[config.mk]
export PLATFORM = sky130hd
export DESIGN_NAME = cesm_event_unit
export DESIGN_NICKNAME = d
export VERILOG_FILES = /design/src/shared/cesm_pkg.sv /design/src/design/cesm_event_unit.sv
export SDC_FILE = /design/constraint.sdc
export NUM_CORES = 1
export LEC_CHECK = 0
export BUFFER_PORTS_ARGS = -buffer_cell sky130_fd_sc_hd__buf_4
export CAP_MARGIN = 20
export CORE_ASPECT_RATIO = 0.9
export CORE_MARGIN = 2
export CORE_UTILIZATION = 56
export CTS_BUF_LIST = sky130_fd_sc_hd__clkbuf_2 sky130_fd_sc_hd__clkbuf_4 sky130_fd_sc_hd__clkbuf_8
export DETAILED_ROUTE_END_ITERATION = 6
export HOLD_SLACK_MARGIN = 0.06
export PLACE_DENSITY_LB_ADDON = 0.08
export SYNTH_ARGS = -nofsm -noshare
export SYNTH_HDL_FRONTEND = slang
export SYNTH_SLANG_ARGS = --single-unit
[constraint.sdc]
create_clock -name sys_clk -period 4 [get_ports sys_clk]
set_input_delay 0.2 -clock sys_clk [delete_from_list [all_inputs] [get_ports sys_clk]]
set_output_delay 0.2 -clock sys_clk [all_outputs]
set_load 0.01 [all_outputs]
[src/shared/cesm_pkg.sv]
// constants for the codec event status and mask unit
// assumes byte-wide registers reached at 16-bit addresses on the control port
package cesm_pkg;

  // number of status/mask register pairs
  localparam int N_SRC = 12;

  // status/mask pair indices
  localparam logic [3:0] IDX_ADC_OVF = 4'h0;
  localparam logic [3:0] IDX_MIXER = 4'h1;
  localparam logic [3:0] IDX_RATE_CONV = 4'h2;
  localparam logic [3:0] IDX_PORT_RX = 4'h3;
  localparam logic [3:0] IDX_PORT_TX = 4'h4;
  localparam logic [3:0] IDX_CODEC = 4'h5;
  localparam logic [3:0] IDX_DET_ONE = 4'h6;
  localparam logic [3:0] IDX_DET_TWO = 4'h7;
  localparam logic [3:0] IDX_PART_LOCK = 4'h8;
  localparam logic [3:0] IDX_SUPPLY = 4'h9;
  localparam logic [3:0] IDX_PLL = 4'ha;
  localparam logic [3:0] IDX_PLUG = 4'hb;

  // status register addresses, by index
  localparam logic [15:0] STAT_ADDR [N_SRC] = '{
    16'h1301, 16'h1302, 16'h1303, 16'h1304, 16'h1305, 16'h1308,
    16'h1309, 16'h130a, 16'h130b, 16'h130d, 16'h130e, 16'h130f};

  // mask register addresses, by index
  localparam logic [15:0] MASK_ADDR [N_SRC] = '{
    16'h1316, 16'h1317, 16'h1318, 16'h1319, 16'h131a, 16'h131b,
    16'h1b79, 16'h1b7a, 16'h131c, 16'h131e, 16'h131f, 16'h1320};

  // mask values after reset
  localparam logic [7:0] MASK_RST [N_SRC] = '{
    8'hff, 8'hff, 8'hff, 8'hff, 8'hff, 8'h03,
    8'hff, 8'hff, 8'h7f, 8'h01, 8'h01, 8'hff};

  // implemented bits; the rest read as zero
  // every implemented status bit has a mask bit that can silence it
  localparam logic [7:0] STAT_VALID [N_SRC] = '{
    8'hff, 8'hff, 8'hff, 8'hff, 8'hff, 8'h03,
    8'hff, 8'hff, 8'h7f, 8'h01, 8'h01, 8'hff};
  localparam logic [7:0] MASK_VALID [N_SRC] = '{
    8'hff, 8'hff, 8'hff, 8'hff, 8'hff, 8'h03,
    8'hff, 8'hff, 8'h7f, 8'h01, 8'h01, 8'hff};

  // named mask bit positions
  localparam int SUPPLY_TRIP_BIT = 0;
  localparam int PLL_LOCK_MASK_BIT = 0;
  localparam int POWERDOWN_DONE_MASK_BIT = 0;
  localparam int HEADSET_AUTODETECT_DONE_MASK_BIT = 1;
  localparam int DAC_RATE_UNLOCK_MASK_BIT = 6;
  localparam int ADC_RATE_UNLOCK_MASK_BIT = 5;
  localparam int DAC_RATE_LOCK_MASK_BIT = 3;
  localparam int ADC_RATE_LOCK_MASK_BIT = 0;

  // supply monitor trip threshold in millivolts, analog side
  localparam int SUPPLY_TRIP_THRESHOLD_MV = 2600;

  // wake and miscellaneous detect control
  localparam logic [15:0] ADDR_WAKE_CTRL = 16'h1b71;
  localparam logic [15:0] ADDR_MISC_DET = 16'h1b74;
  localparam logic [7:0] WAKE_RST = 8'h00;
  localparam logic [7:0] MISC_RST = 8'h00;
  localparam int WAKE_CLEAR_BIT = 0;
  localparam int VIEW_SEL_BIT = 1;
  localparam logic [7:0] WAKE_LATCHED_BITS = 8'hfc;
  localparam logic [7:0] MISC_LATCHED_BITS = 8'hff;

  // detect flags gated by tip sense power and short detect enable
  localparam logic [7:0] TIP_SENSE_BITS = 8'hc0;
  localparam logic [7:0] SHORT_DET_BITS = 8'h03;

endpackage

[src/design/cesm_event_unit.sv]
// event status, sticky detect flags, masks and interrupt output of the codec
// assumes a same-clock register port and same-clock event pulses; only the
// supply monitor comparator arrives asynchronously and is synchronised here
`timescale 1ns/1ps
`default_nettype none

module cesm_event_unit (
  // clock and reset
  input wire logic sys_clk,
  input wire logic resetn,
  // register port
  input wire logic [15:0] reg_addr,
  input wire logic reg_wr_en,
  input wire logic reg_rd_en,
  input wire logic [7:0] reg_wdata,
  output logic [7:0] reg_rdata,
  output logic reg_rd_valid,
  // event pulses from the sources
  input wire logic [7:0] evt_adc_overflow,
  input wire logic [7:0] evt_mixer,
  input wire logic [7:0] evt_rate_conv,
  input wire logic [7:0] evt_port_receive,
  input wire logic [7:0] evt_port_transmit,
  input wire logic [7:0] evt_codec,
  input wire logic [7:0] evt_detect_one,
  input wire logic [7:0] evt_detect_two,
  input wire logic [7:0] evt_partial_lock,
  input wire logic [7:0] evt_pll_lock,
  input wire logic [7:0] evt_plug,
  // supply monitor comparator, asynchronous
  input wire logic supply_below_threshold,
  // detect circuit conditions
  input wire logic tip_sense_powered,
  input wire logic short_detect_enabled,
  input wire logic detect_mode_active,
  input wire logic standby_latch_enable,
  // outputs
  output logic event_irq,
  output logic [7:0] wake_ctrl_out,
  output logic [7:0] misc_detect_ctrl_out
);
  import cesm_pkg::*;

  // address lookup in a table of offsets
  // bit 4 flags a hit, bits 3:0 give the matching index
  function automatic logic [4:0] addr_lookup(input logic [15:0] a,
                                             input logic [15:0] tbl [N_SRC]);
    logic [4:0] res;
    res = 5'h00;
    for (int i = 0; i < N_SRC; i++) begin
      if (a == tbl[i]) begin
        res = {1'b1, i[3:0]};
      end
    end
    return res;
  endfunction

  logic [7:0] stat_r [N_SRC];
  logic [7:0] mask_r [N_SRC];
  logic [7:0] sticky_one_r;
  logic [7:0] sticky_two_r;
  logic [7:0] wake_r;
  logic [7:0] misc_r;
  logic [7:0] evt [N_SRC];
  logic sup_q1_r;
  logic sup_q2_r;
  logic mode_d_r;
  logic [4:0] st_hit;
  logic [4:0] mk_hit;
  logic view_sel;
  logic wake_clear;
  logic mode_restart;
  logic stat_rd;
  logic sticky_rd_one;
  logic sticky_rd_two;
  logic [7:0] rdata_nxt;
  logic irq_nxt;

  // decode of the current access
  assign st_hit = addr_lookup(reg_addr, STAT_ADDR);
  assign mk_hit = addr_lookup(reg_addr, MASK_ADDR);
  assign view_sel = wake_r[VIEW_SEL_BIT];
  assign wake_clear = reg_wr_en && (reg_addr == ADDR_WAKE_CTRL)
                      && reg_wdata[WAKE_CLEAR_BIT];
  assign mode_restart = detect_mode_active && !mode_d_r;
  assign sticky_rd_one = reg_rd_en && st_hit[4] && view_sel && (st_hit[3:0] == IDX_DET_ONE);
  assign sticky_rd_two = reg_rd_en && st_hit[4] && view_sel && (st_hit[3:0] == IDX_DET_TWO);
  assign stat_rd = reg_rd_en && st_hit[4] && !sticky_rd_one && !sticky_rd_two;

  // two-flop synchroniser for the supply comparator
  // only the second stage feeds logic; the first may be metastable
  always_ff @(posedge sys_clk) begin
    if (!resetn) begin
      sup_q1_r <= 1'b0;
      sup_q2_r <= 1'b0;
    end else begin
      sup_q1_r <= supply_below_threshold;
      sup_q2_r <= sup_q1_r;
    end
  end

  // previous detect mode level, for restart detection; resets high so that
  // a mode already active when reset lifts is not taken for a fresh start
  always_ff @(posedge sys_clk) begin
    if (!resetn) begin
      mode_d_r <= 1'b1;
    end else begin
      mode_d_r <= detect_mode_active;
    end
  end

  // event vectors by index, with power and enable gating
  always_comb begin
    evt[IDX_ADC_OVF] = evt_adc_overflow;
    evt[IDX_MIXER] = evt_mixer;
    evt[IDX_RATE_CONV] = evt_rate_conv;
    evt[IDX_PORT_RX] = evt_port_receive;
    evt[IDX_PORT_TX] = evt_port_transmit;
    evt[IDX_CODEC] = evt_codec;
    evt[IDX_DET_ONE] = evt_detect_one & ~(tip_sense_powered ? 8'h00 : TIP_SENSE_BITS);
    evt[IDX_DET_TWO] = evt_detect_two & ~(short_detect_enabled ? 8'h00 : SHORT_DET_BITS);
    evt[IDX_PART_LOCK] = evt_partial_lock;
    evt[IDX_SUPPLY] = {7'h00, sup_q2_r};
    evt[IDX_PLL] = evt_pll_lock;
    evt[IDX_PLUG] = evt_plug;
  end

  // latched status flags: set on event, cleared by a read, set wins
  always_ff @(posedge sys_clk) begin
    if (!resetn) begin
      for (int i = 0; i < N_SRC; i++) begin
        stat_r[i] <= 8'h00;
      end
    end else begin
      for (int i = 0; i < N_SRC; i++) begin
        if (stat_rd && (st_hit[3:0] == i[3:0])) begin
          stat_r[i] <= evt[i] & STAT_VALID[i];
        end else begin
          stat_r[i] <= (stat_r[i] | evt[i]) & STAT_VALID[i];
        end
      end
      // gated flags drop while their circuit is off; a read in the same
      // cycle must still clear the ungated bits of that register
      if (!tip_sense_powered) begin
        stat_r[IDX_DET_ONE] <= (((stat_rd && (st_hit[3:0] == IDX_DET_ONE))
                                 ? 8'h00 : stat_r[IDX_DET_ONE])
                                | evt[IDX_DET_ONE]) & ~TIP_SENSE_BITS;
      end
      if (!short_detect_enabled) begin
        stat_r[IDX_DET_TWO] <= (((stat_rd && (st_hit[3:0] == IDX_DET_TWO))
                                 ? 8'h00 : stat_r[IDX_DET_TWO])
                                | evt[IDX_DET_TWO]) & ~SHORT_DET_BITS;
      end
    end
  end

  // sticky detect flags: raw events, including those seen in standby
  // a read with view select set empties only the sticky copy
  always_ff @(posedge sys_clk) begin
    if (!resetn) begin
      sticky_one_r <= 8'h00;
      sticky_two_r <= 8'h00;
    end else if (wake_clear || mode_restart) begin
      sticky_one_r <= evt_detect_one;
      sticky_two_r <= evt_detect_two;
    end else begin
      sticky_one_r <= (sticky_rd_one ? 8'h00 : sticky_one_r) | evt_detect_one;
      sticky_two_r <= (sticky_rd_two ? 8'h00 : sticky_two_r) | evt_detect_two;
    end
  end

  // mask registers
  // reserved bits are cut on write so they read back as zero
  always_ff @(posedge sys_clk) begin
    if (!resetn) begin
      for (int i = 0; i < N_SRC; i++) begin
        mask_r[i] <= MASK_RST[i];
      end
    end else if (reg_wr_en && mk_hit[4]) begin
      mask_r[mk_hit[3:0]] <= reg_wdata & MASK_VALID[mk_hit[3:0]];
    end
  end

  // wake control: latched bits take writes only under standby latch enable
  // bit 0 is a clear strobe and is never stored
  always_ff @(posedge sys_clk) begin
    if (!resetn) begin
      wake_r <= WAKE_RST;
    end else if (reg_wr_en && (reg_addr == ADDR_WAKE_CTRL)) begin
      wake_r <= (standby_latch_enable ? (reg_wdata & WAKE_LATCHED_BITS)
                 : (wake_r & WAKE_LATCHED_BITS))
                | (reg_wdata & ~WAKE_LATCHED_BITS & ~(8'h01 << WAKE_CLEAR_BIT));
    end
  end

  // miscellaneous detect control, latched bits gated the same way
  always_ff @(posedge sys_clk) begin
    if (!resetn) begin
      misc_r <= MISC_RST;
    end else if (reg_wr_en && (reg_addr == ADDR_MISC_DET)) begin
      misc_r <= (standby_latch_enable ? (reg_wdata & MISC_LATCHED_BITS)
                 : (misc_r & MISC_LATCHED_BITS))
                | (reg_wdata & ~MISC_LATCHED_BITS);
    end
  end

  // read data selection
  // unmapped addresses read as zero
  always_comb begin
    rdata_nxt = 8'h00;
    if (sticky_rd_one) begin
      rdata_nxt = sticky_one_r;
    end else if (sticky_rd_two) begin
      rdata_nxt = sticky_two_r;
    end else if (st_hit[4]) begin
      rdata_nxt = stat_r[st_hit[3:0]];
    end else if (mk_hit[4]) begin
      rdata_nxt = mask_r[mk_hit[3:0]];
    end else if (reg_addr == ADDR_WAKE_CTRL) begin
      rdata_nxt = wake_r;
    end else if (reg_addr == ADDR_MISC_DET) begin
      rdata_nxt = misc_r;
    end
  end

  // registered read answer, one cycle after the strobe
  always_ff @(posedge sys_clk) begin
    if (!resetn) begin
      reg_rdata <= 8'h00;
      reg_rd_valid <= 1'b0;
    end else begin
      reg_rd_valid <= reg_rd_en;
      reg_rdata <= reg_rd_en ? rdata_nxt : reg_rdata;
    end
  end

  // unmasked pending flags drive the interrupt
  // every implemented status bit has a mask bit, so each source can be silenced
  always_comb begin
    irq_nxt = 1'b0;
    for (int i = 0; i < N_SRC; i++) begin
      irq_nxt = irq_nxt | (|(stat_r[i] & ~mask_r[i]));
    end
  end

  // control outputs
  assign event_irq = irq_nxt;
  assign wake_ctrl_out = wake_r;
  assign misc_detect_ctrl_out = misc_r;

  // checks
  property p_supply_trip;
    @(posedge sys_clk) disable iff (!resetn)
      sup_q2_r |=> stat_r[IDX_SUPPLY][SUPPLY_TRIP_BIT];
  endproperty
  a_supply_trip: assert property (p_supply_trip)
    else $error("supply trip flag not set");

  property p_masked_quiet;
    @(posedge sys_clk) disable iff (!resetn)
      ((stat_r[IDX_SUPPLY] & ~mask_r[IDX_SUPPLY]) == 8'h00 && (stat_r[IDX_PLL] & ~mask_r[IDX_PLL]) == 8'h00
       && stat_r[IDX_SUPPLY] != 8'h00 && (stat_r[IDX_ADC_OVF] | stat_r[IDX_MIXER]
       | stat_r[IDX_RATE_CONV] | stat_r[IDX_PORT_RX] | stat_r[IDX_PORT_TX] | stat_r[IDX_CODEC]
       | stat_r[IDX_DET_ONE] | stat_r[IDX_DET_TWO] | stat_r[IDX_PART_LOCK] | stat_r[IDX_PLUG]) == 8'h00)
      |-> !event_irq;
  endproperty
  a_masked_quiet: assert property (p_masked_quiet)
    else $error("masked flag raised interrupt");

  property p_irq_unmasked;
    @(posedge sys_clk) disable iff (!resetn)
      (|(stat_r[IDX_SUPPLY] & ~mask_r[IDX_SUPPLY])) |-> event_irq;
  endproperty
  a_irq_unmasked: assert property (p_irq_unmasked)
    else $error("unmasked flag without interrupt");

  property p_reset_masks;
    @(posedge sys_clk)
      !resetn |=> (mask_r[IDX_SUPPLY] == 8'h01 && mask_r[IDX_PLL] == 8'h01
                   && mask_r[IDX_CODEC] == 8'h03 && mask_r[IDX_PART_LOCK] == 8'h7f);
  endproperty
  a_reset_masks: assert property (p_reset_masks)
    else $error("mask reset value wrong");

  property p_unmask_supply;
    @(posedge sys_clk) disable iff (!resetn)
      reg_wr_en && reg_addr == MASK_ADDR[IDX_SUPPLY] && !reg_wdata[SUPPLY_TRIP_BIT]
      |=> !mask_r[IDX_SUPPLY][SUPPLY_TRIP_BIT];
  endproperty
  a_unmask_supply: assert property (p_unmask_supply)
    else $error("supply mask not cleared");

  property p_tip_gate;
    @(posedge sys_clk) disable iff (!resetn)
      !tip_sense_powered |=> (stat_r[IDX_DET_ONE] & TIP_SENSE_BITS) == 8'h00;
  endproperty
  a_tip_gate: assert property (p_tip_gate)
    else $error("tip flag active while unpowered");

  property p_short_gate;
    @(posedge sys_clk) disable iff (!resetn)
      !short_detect_enabled |=> (stat_r[IDX_DET_TWO] & SHORT_DET_BITS) == 8'h00;
  endproperty
  a_short_gate: assert property (p_short_gate)
    else $error("short flag active while disabled");

  property p_restart_clears;
    @(posedge sys_clk) disable iff (!resetn)
      detect_mode_active && !$past(detect_mode_active) && evt_detect_one == 8'h00
      && evt_detect_two == 8'h00 |=> sticky_one_r == 8'h00 && sticky_two_r == 8'h00;
  endproperty
  a_restart_clears: assert property (p_restart_clears)
    else $error("sticky flags survived mode restart");

  property p_latch_gate;
    @(posedge sys_clk) disable iff (!resetn)
      reg_wr_en && reg_addr == ADDR_WAKE_CTRL && !standby_latch_enable
      |=> (wake_r & WAKE_LATCHED_BITS) == ($past(wake_r) & WAKE_LATCHED_BITS);
  endproperty
  a_latch_gate: assert property (p_latch_gate)
    else $error("latched wake bit changed");

  property p_flag_holds;
    @(posedge sys_clk) disable iff (!resetn)
      stat_r[IDX_PLUG] != 8'h00 && !(reg_rd_en && reg_addr == STAT_ADDR[IDX_PLUG])
      |=> (stat_r[IDX_PLUG] & $past(stat_r[IDX_PLUG])) == $past(stat_r[IDX_PLUG]);
  endproperty
  a_flag_holds: assert property (p_flag_holds)
    else $error("status flag dropped without read");

  property p_read_clears;
    @(posedge sys_clk) disable iff (!resetn)
      reg_rd_en && reg_addr == STAT_ADDR[IDX_PLUG] && evt_plug == 8'h00
      |=> stat_r[IDX_PLUG] == 8'h00 && reg_rd_valid;
  endproperty
  a_read_clears: assert property (p_read_clears)
    else $error("status read did not clear");

  property p_sticky_view;
    @(posedge sys_clk) disable iff (!resetn)
      sticky_rd_one |=> reg_rd_valid && reg_rdata == $past(sticky_one_r);
  endproperty
  a_sticky_view: assert property (p_sticky_view)
    else $error("sticky view read wrong");

  // scenario coverage
  c_irq_rise: cover property (@(posedge sys_clk) disable iff (!resetn) $rose(event_irq));
  c_wake_clear: cover property (@(posedge sys_clk) disable iff (!resetn)
                                wake_clear ##1 sticky_one_r == 8'h00);
  c_set_on_read: cover property (@(posedge sys_clk) disable iff (!resetn)
                                 stat_rd && evt[st_hit[3:0]] != 8'h00);
  c_sticky_read: cover property (@(posedge sys_clk) disable iff (!resetn) sticky_rd_two);
  c_mode_restart: cover property (@(posedge sys_clk) disable iff (!resetn)
                                  mode_restart ##1 sticky_one_r == 8'h00);

endmodule

`default_nettype wire

# Word-level counts from Yosys, hierarchy flattened
# Memories as Yosys holds them, arrays and structs flattened.
# Index checks and enable logic that the tools add are counted.
dict set report word_totals {
  input_bits 121
  ramBits 192
  mem_bits_ro 128
  memories 3
  latch_bits 0
  register_bits 44
  word_cells 328
}
dict set report classes {
  n_reduce_logical 42
  eq_ne 37
  multipliers 0
  div 0
  n_bitwise 84
  n_shift 0
  n_lt_le_gt_ge 1
  add_sub_neg 0
  mux 152
}
# name words width rd rd_ports_with_merged_regs wr line_no
set memory_table {}
lappend memory_table {{(name not given)} 16 8 1 0 0 cesm_event_unit.sv:180} ;# mask_r[mk_hit[3:0]] <= reg_wdata & MASK_VALID[mk_hit[3:0]];
lappend memory_table {mask_r 12 8 13 0 12 cesm_event_unit.sv:59} ;# logic [7:0] mask_r [N_SRC];
lappend memory_table {stat_r 12 8 13 0 12 cesm_event_unit.sv:58} ;# logic [7:0] stat_r [N_SRC];
# operator n
set op_table {}
lappend op_table {{equality test 16 x 13 -> 1 bit (second input constant)} 26}
lappend op_table {{2-to-1 mux 8 bit} 42}
lappend op_table {{AND 8 bit} 15}
lappend op_table {{2-to-1 mux 5 bit} 24}
lappend op_table {{inverter 8 bit} 13}
lappend op_table {{OR reduction 8 bit} 13}
lappend op_table {{OR 8 bit} 11}
lappend op_table {{2-to-1 mux 1 bit} 83}
lappend op_table {{OR 1 bit} 39}
lappend op_table {{logical AND 1 bit} 23}
lappend op_table {{equality test 4 x 3 -> 1 bit (second input constant)} 4}
lappend op_table {{equality test 4 bit (second input constant)} 4}
lappend op_table {{equality test 4 x 2 -> 1 bit (second input constant)} 2}
lappend op_table {{inverter 2 -> 8 bit} 1}
lappend op_table {{OR 8 x 2 -> 8 bit} 1}
lappend op_table {{OR 7 bit} 1}
lappend op_table {{2-to-1 mux 6 bit} 1}
lappend op_table {{OR 6 bit} 1}
lappend op_table {{>= comparator 5 bit (second input constant)} 1}
lappend op_table {{inverter 4 -> 5 bit} 1}
lappend op_table {{equality test 4 x 1 -> 1 bit (second input constant)} 1}
lappend op_table {{logical NOT 4 bit} 1}
lappend op_table {{2-to-1 mux 4 bit} 1}
lappend op_table {{logical NOT 1 bit} 3}
lappend op_table {{other kinds (4)} 4}

# Logic depth before layout (Yosys ltp)
dict set report depth {
  word_depth 26
  depth_mapped 15
  ltp_nobuf 10
}

# Least setup slack after synthesis
# No wires, ideal clock.
dict set report synth_path {
  path_kind {input to register}
  from {input reg_addr[5]}
  to {memory mask_r[11][0], enable pin}
  required_ps 3616
  path_slack_ps 820
  t_arrival_ps 2796
  setup_ps 384
  cell_stages 10
  cell_sequence {buf_6 > or4b_4 > a21oi_2 > o21ai_2 > a21oi_4 > buf_6 > buf_2 > ha_1 > nand3_1 > o21ai_0}
}
# item line_no
set synth_lines {}
lappend synth_lines {{start: declaration} cesm_event_unit.sv:12} ;# input wire logic [15:0] reg_addr,
lappend synth_lines {{end: declaration} cesm_event_unit.sv:59}

==> flow_metrics.env <==
export IMPL_fin_ws_ns=1.10
export IMPL_cpPeakStageDelay_ns=0.50
export IMPL_arrival_ns=3.11
export IMPL_skew_ns=0.0200
export IMPL_start_util=0.566
export IMPL_cp_cell_sequence="buf_4 -> inv_1 -> o31a_1 -> o211a_1 -> nor2_4 -> buf_4 -> ha_1 -> nand3_1 -> or2_2 -> nand2_1"
export IMPL_mostFrequentLayoutCells="edfxtp_1 (171), buf_4 (160), nand2_1 (148), a21oi_1 (111), nor2b_1 (98)"
export IMPL_pin_count=147
export IMPL_slowest_stage="or2_2"
export IMPL_p_per_area_mw_per_mm2=375
export IMPL_viasPerCell=6.09
export IMPL_drv_cap=0
export IMPL_dp_slack_ns=0.644
export IMPL_fp_dieW_um=153
export IMPL_dieArea_sq_mm=0.0211
export IMPL_hp_class="in -> reg"
export IMPL_layout_nets=1556
export IMPL_yosysUniqueCellTypes=68
export IMPL_first_global_vias=9904
export IMPL_tightest_slew_ns=1.05
export IMPL_drc=0
export IMPL_cts_tree="yes"
export IMPL_synthCells=1126
export IMPL_ant_nets=0
export IMPL_syn_mean_instance_area_sq_um=9.95
export IMPL_cts_reportedPaths_clkPinSlew_ns=0.06
export IMPL_place_congestion=1.03
export IMPL_slew_headroom=0.294
export IMPL_ys_seq_area_frac=0.535
export IMPL_core_area_sq_mm=0.0198
export IMPL_ys_seq_elements=214
export IMPL_drt_first_iter_violations=1366
export IMPL_setup_violations=0
export IMPL_ys_flop_type="edfxtp_1"
export IMPL_critPathLaunchType="input pin"
export IMPL_power_share_switching=0.248
export IMPL_post_route_cells_drive_above_1_share=0.170
export IMPL_clk_path_buf_depth=3
export IMPL_cts_root_buf="clkbuf_8"
export IMPL_p_leak_nw=5.63
export IMPL_wl_per_cell_um=23.5
export IMPL_dr_pass1_iters=6
export IMPL_critPathBufInv=3
export IMPL_intPower_mw=4.08
export IMPL_die_h_um=138
export IMPL_peakVddDrop_v=0.000343
export IMPL_synth_edff_count=171
export IMPL_port_buffer_count=131
export IMPL_wl_mm=40.3
export IMPL_drv_slew=0
export IMPL_cp_common_cell="buf_4"
export IMPL_status="completed"
export IMPL_hpwl_mm=29.8
export IMPL_power_frac_seq=0.493
export IMPL_layout_commonest_cell="edfxtp_1"
export IMPL_worstPathRequired_ns=4.20
export IMPL_cpLargestDelayFamily="simple AND/OR/NAND/NOR gates"
export IMPL_fin_util=0.730
export IMPL_cts_max_level=2
export IMPL_antenna_found_initial=0
export IMPL_areaGrowthSynthToFinish_pct=29.0
export IMPL_grt_ovfl_total=0
export IMPL_fin_crit_sh=0.726
export IMPL_grt_max_degree=95
export IMPL_grt_usage=0.377
export IMPL_grt_setup_unrepaired="false"
export IMPL_rows=49
export IMPL_finalHoldViolCount=0
export IMPL_grt_pass1_wl_mm=60.5
export IMPL_min_period_ns=2.90
export IMPL_insertion_delay_ns=0.54
export IMPL_yosys_warnings=0
export IMPL_endpoint_kind="register"
export IMPL_crit_path_max_fanout=27
export IMPL_power_frac_clock=0.411
export IMPL_cts_num_sinks=214
export IMPL_max_freq_mhz=344
export IMPL_setup_tns_ns=0
export IMPL_worstSetupPathType="in -> reg"
export IMPL_combPwrFrac=0.096
export IMPL_synthArstFlopShare=0
export IMPL_num_antenna_cells=0
export IMPL_switchingPower_mw=1.34
export IMPL_netlist_area_sq_mm=0.0112
export IMPL_vias=10446
export IMPL_cts_buffers=37
==> power groups by stage <==
stage          Combinational [mW]  Clock, mW  Sequential [mW]
6_report                    0.522       2.23             2.67
5_1_grt                     0.564       2.34             2.67
4_1_cts                     0.505       2.23             2.66
3_5_place_dp                0.435          0             2.71
3_3_place_gp                0.429          0             2.71
2_1_floorplan               0.254          0             2.63
==> kinds of logic (layout without fill, tap and decap cells) <==
family / after synthesis / after routing / share of synthesized area
AOI/OAI and AO/OA: 305 / 305 / 0.181
xor gates and xnor gates: 3 / 3 / 0.00235
adders and majority gates: 4 / 4 / 0.00447
buffers and inverters: 147 / 400 / 0.0536
DFF: 214 / 214 / 0.535
muxes: 32 / 32 / 0.0309
other: 2 / 82 / 0.000671
and+or+nand+nor: 419 / 419 / 0.191
==> routing by layer <==
metal | share of wire | routed length [um] | global-route usage
met1 | 0.40 | 16200 | 0.549
met2 | 0.44 | 17700 | 0.560
met3 | 0.12 | 4910 | 0.0853
met4 | 0.037 | 1510 | 0.133
met5 | 0 | 0 | 0
==> sequential cells by signal (all words and copies together), names as in the netlist <==
name                  cells
stat_r                   75
sticky_two_r              8
mask_r                   96
sup_q1_r                  1
mode_d_r                  1
sup_q2_r                  1
misc_detect_ctrl_out      8
reg_rd_valid              1
wake_ctrl_out             7
reg_rdata                 8
sticky_one_r              8
==> path summary, 6_finish.rpt <==
check                              from                              endpoint  slack (ns)  cells past startpoint
max                         reg_addr[1]            mask_r[9][0]$_SDFFCE_PN1P_        1.10                     10
min                        reg_wdata[0]  misc_detect_ctrl_out[0]$_SDFFE_PN0P_        0.08                      3
max reg2reg  stat_r[3][4]$_SDFFCE_PN0P_             reg_rdata[4]$_SDFFE_PN0P_        1.95                      6
min reg2reg         sup_q1_r$_SDFF_PN0_                   sup_q2_r$_SDFF_PN0_        0.44                      1
==> layout make-up <==
cell class | instances | area (sq um)
clock buffers | 53 | 679
clock inverters | 14 | 145
fillers | 1478 | 5350
inverters | 85 | 319
multi-input cells | 845 | 4900
flip-flops and latches | 214 | 6000
well taps | 255 | 319
repair buffers | 248 | 2090
==> worst register-to-register path: stages, from the launching register on <==
cell and delay [ns]:
edfxtp_1 0.46, a222oi_1 0.44, a31oi_1 0.15, a221oi_1 0.24, a21oi_1 0.13, a311oi_1 0.43, nor4b_2 0.09
==> per-stage QoR <==
step | total power, mW | cells | hold WS (ns) | area, sq um
after floorplan | 2.89 | 1206 | 0.294 | 11500
after global placement | 3.14 | 1559 | 0.394 | 12800
after detailed placement | 3.14 | 1559 | 0.397 | 12800
after CTS | 5.39 | 1712 | 0.0623 | 14400
after global routing | 5.58 | 1714 | 0.0810 | 14400
final | 5.42 | 1714 | 0.0752 | 14400
==> synth_stat cells (3+ instances only) <==
master | count | area [sq um]
mux2i_1 | 29 | 290
o21ai_1 | 3 | 15.0
a211oi_1 | 7 | 52.6
nor2b_1 | 98 | 613
clkbuf_1 | 35 | 131
a221oi_1 | 38 | 333
buf_4 | 3 | 22.5
buf_1 | 4 | 15.0
ha_1 | 4 | 50.1
nor2_1 | 48 | 180
a221o_1 | 8 | 80.1
a31oi_1 | 9 | 56.3
o211ai_1 | 7 | 52.6
nand4_1 | 12 | 75.1
buf_2 | 18 | 90.1
inv_1 | 85 | 319
a22oi_1 | 11 | 82.6
or4_1 | 3 | 22.5
o21a_1 | 3 | 22.5
o2111ai_1 | 4 | 35.0
nor4_1 | 4 | 25.0
or3_1 | 14 | 87.6
a21oi_1 | 111 | 556
a222oi_1 | 3 | 30.0
o221ai_1 | 5 | 43.8
or2_2 | 4 | 25.0
xnor2_1 | 3 | 26.3
and3_1 | 12 | 75.1
dfxtp_1 | 43 | 861
o21ai_0 | 34 | 170
o31a_1 | 3 | 26.3
nand2_1 | 148 | 556
nand2b_1 | 5 | 31.3
nor3_1 | 13 | 65.1
o22ai_1 | 26 | 163
edfxtp_1 | 171 | 5130
nand3b_1 | 3 | 22.5
and2_1 | 8 | 50.1
nand3_1 | 33 | 165
a22o_1 | 19 | 166
==> repair_timing <==
item / 4_1_cts / 5_1_grt
hold endpoints to repair: 108 / 0
hold buffers: 86 / 0
resized for setup: 0 / 0
buffers inserted: 0 / 0
Power figures use the tool's default switching activity.
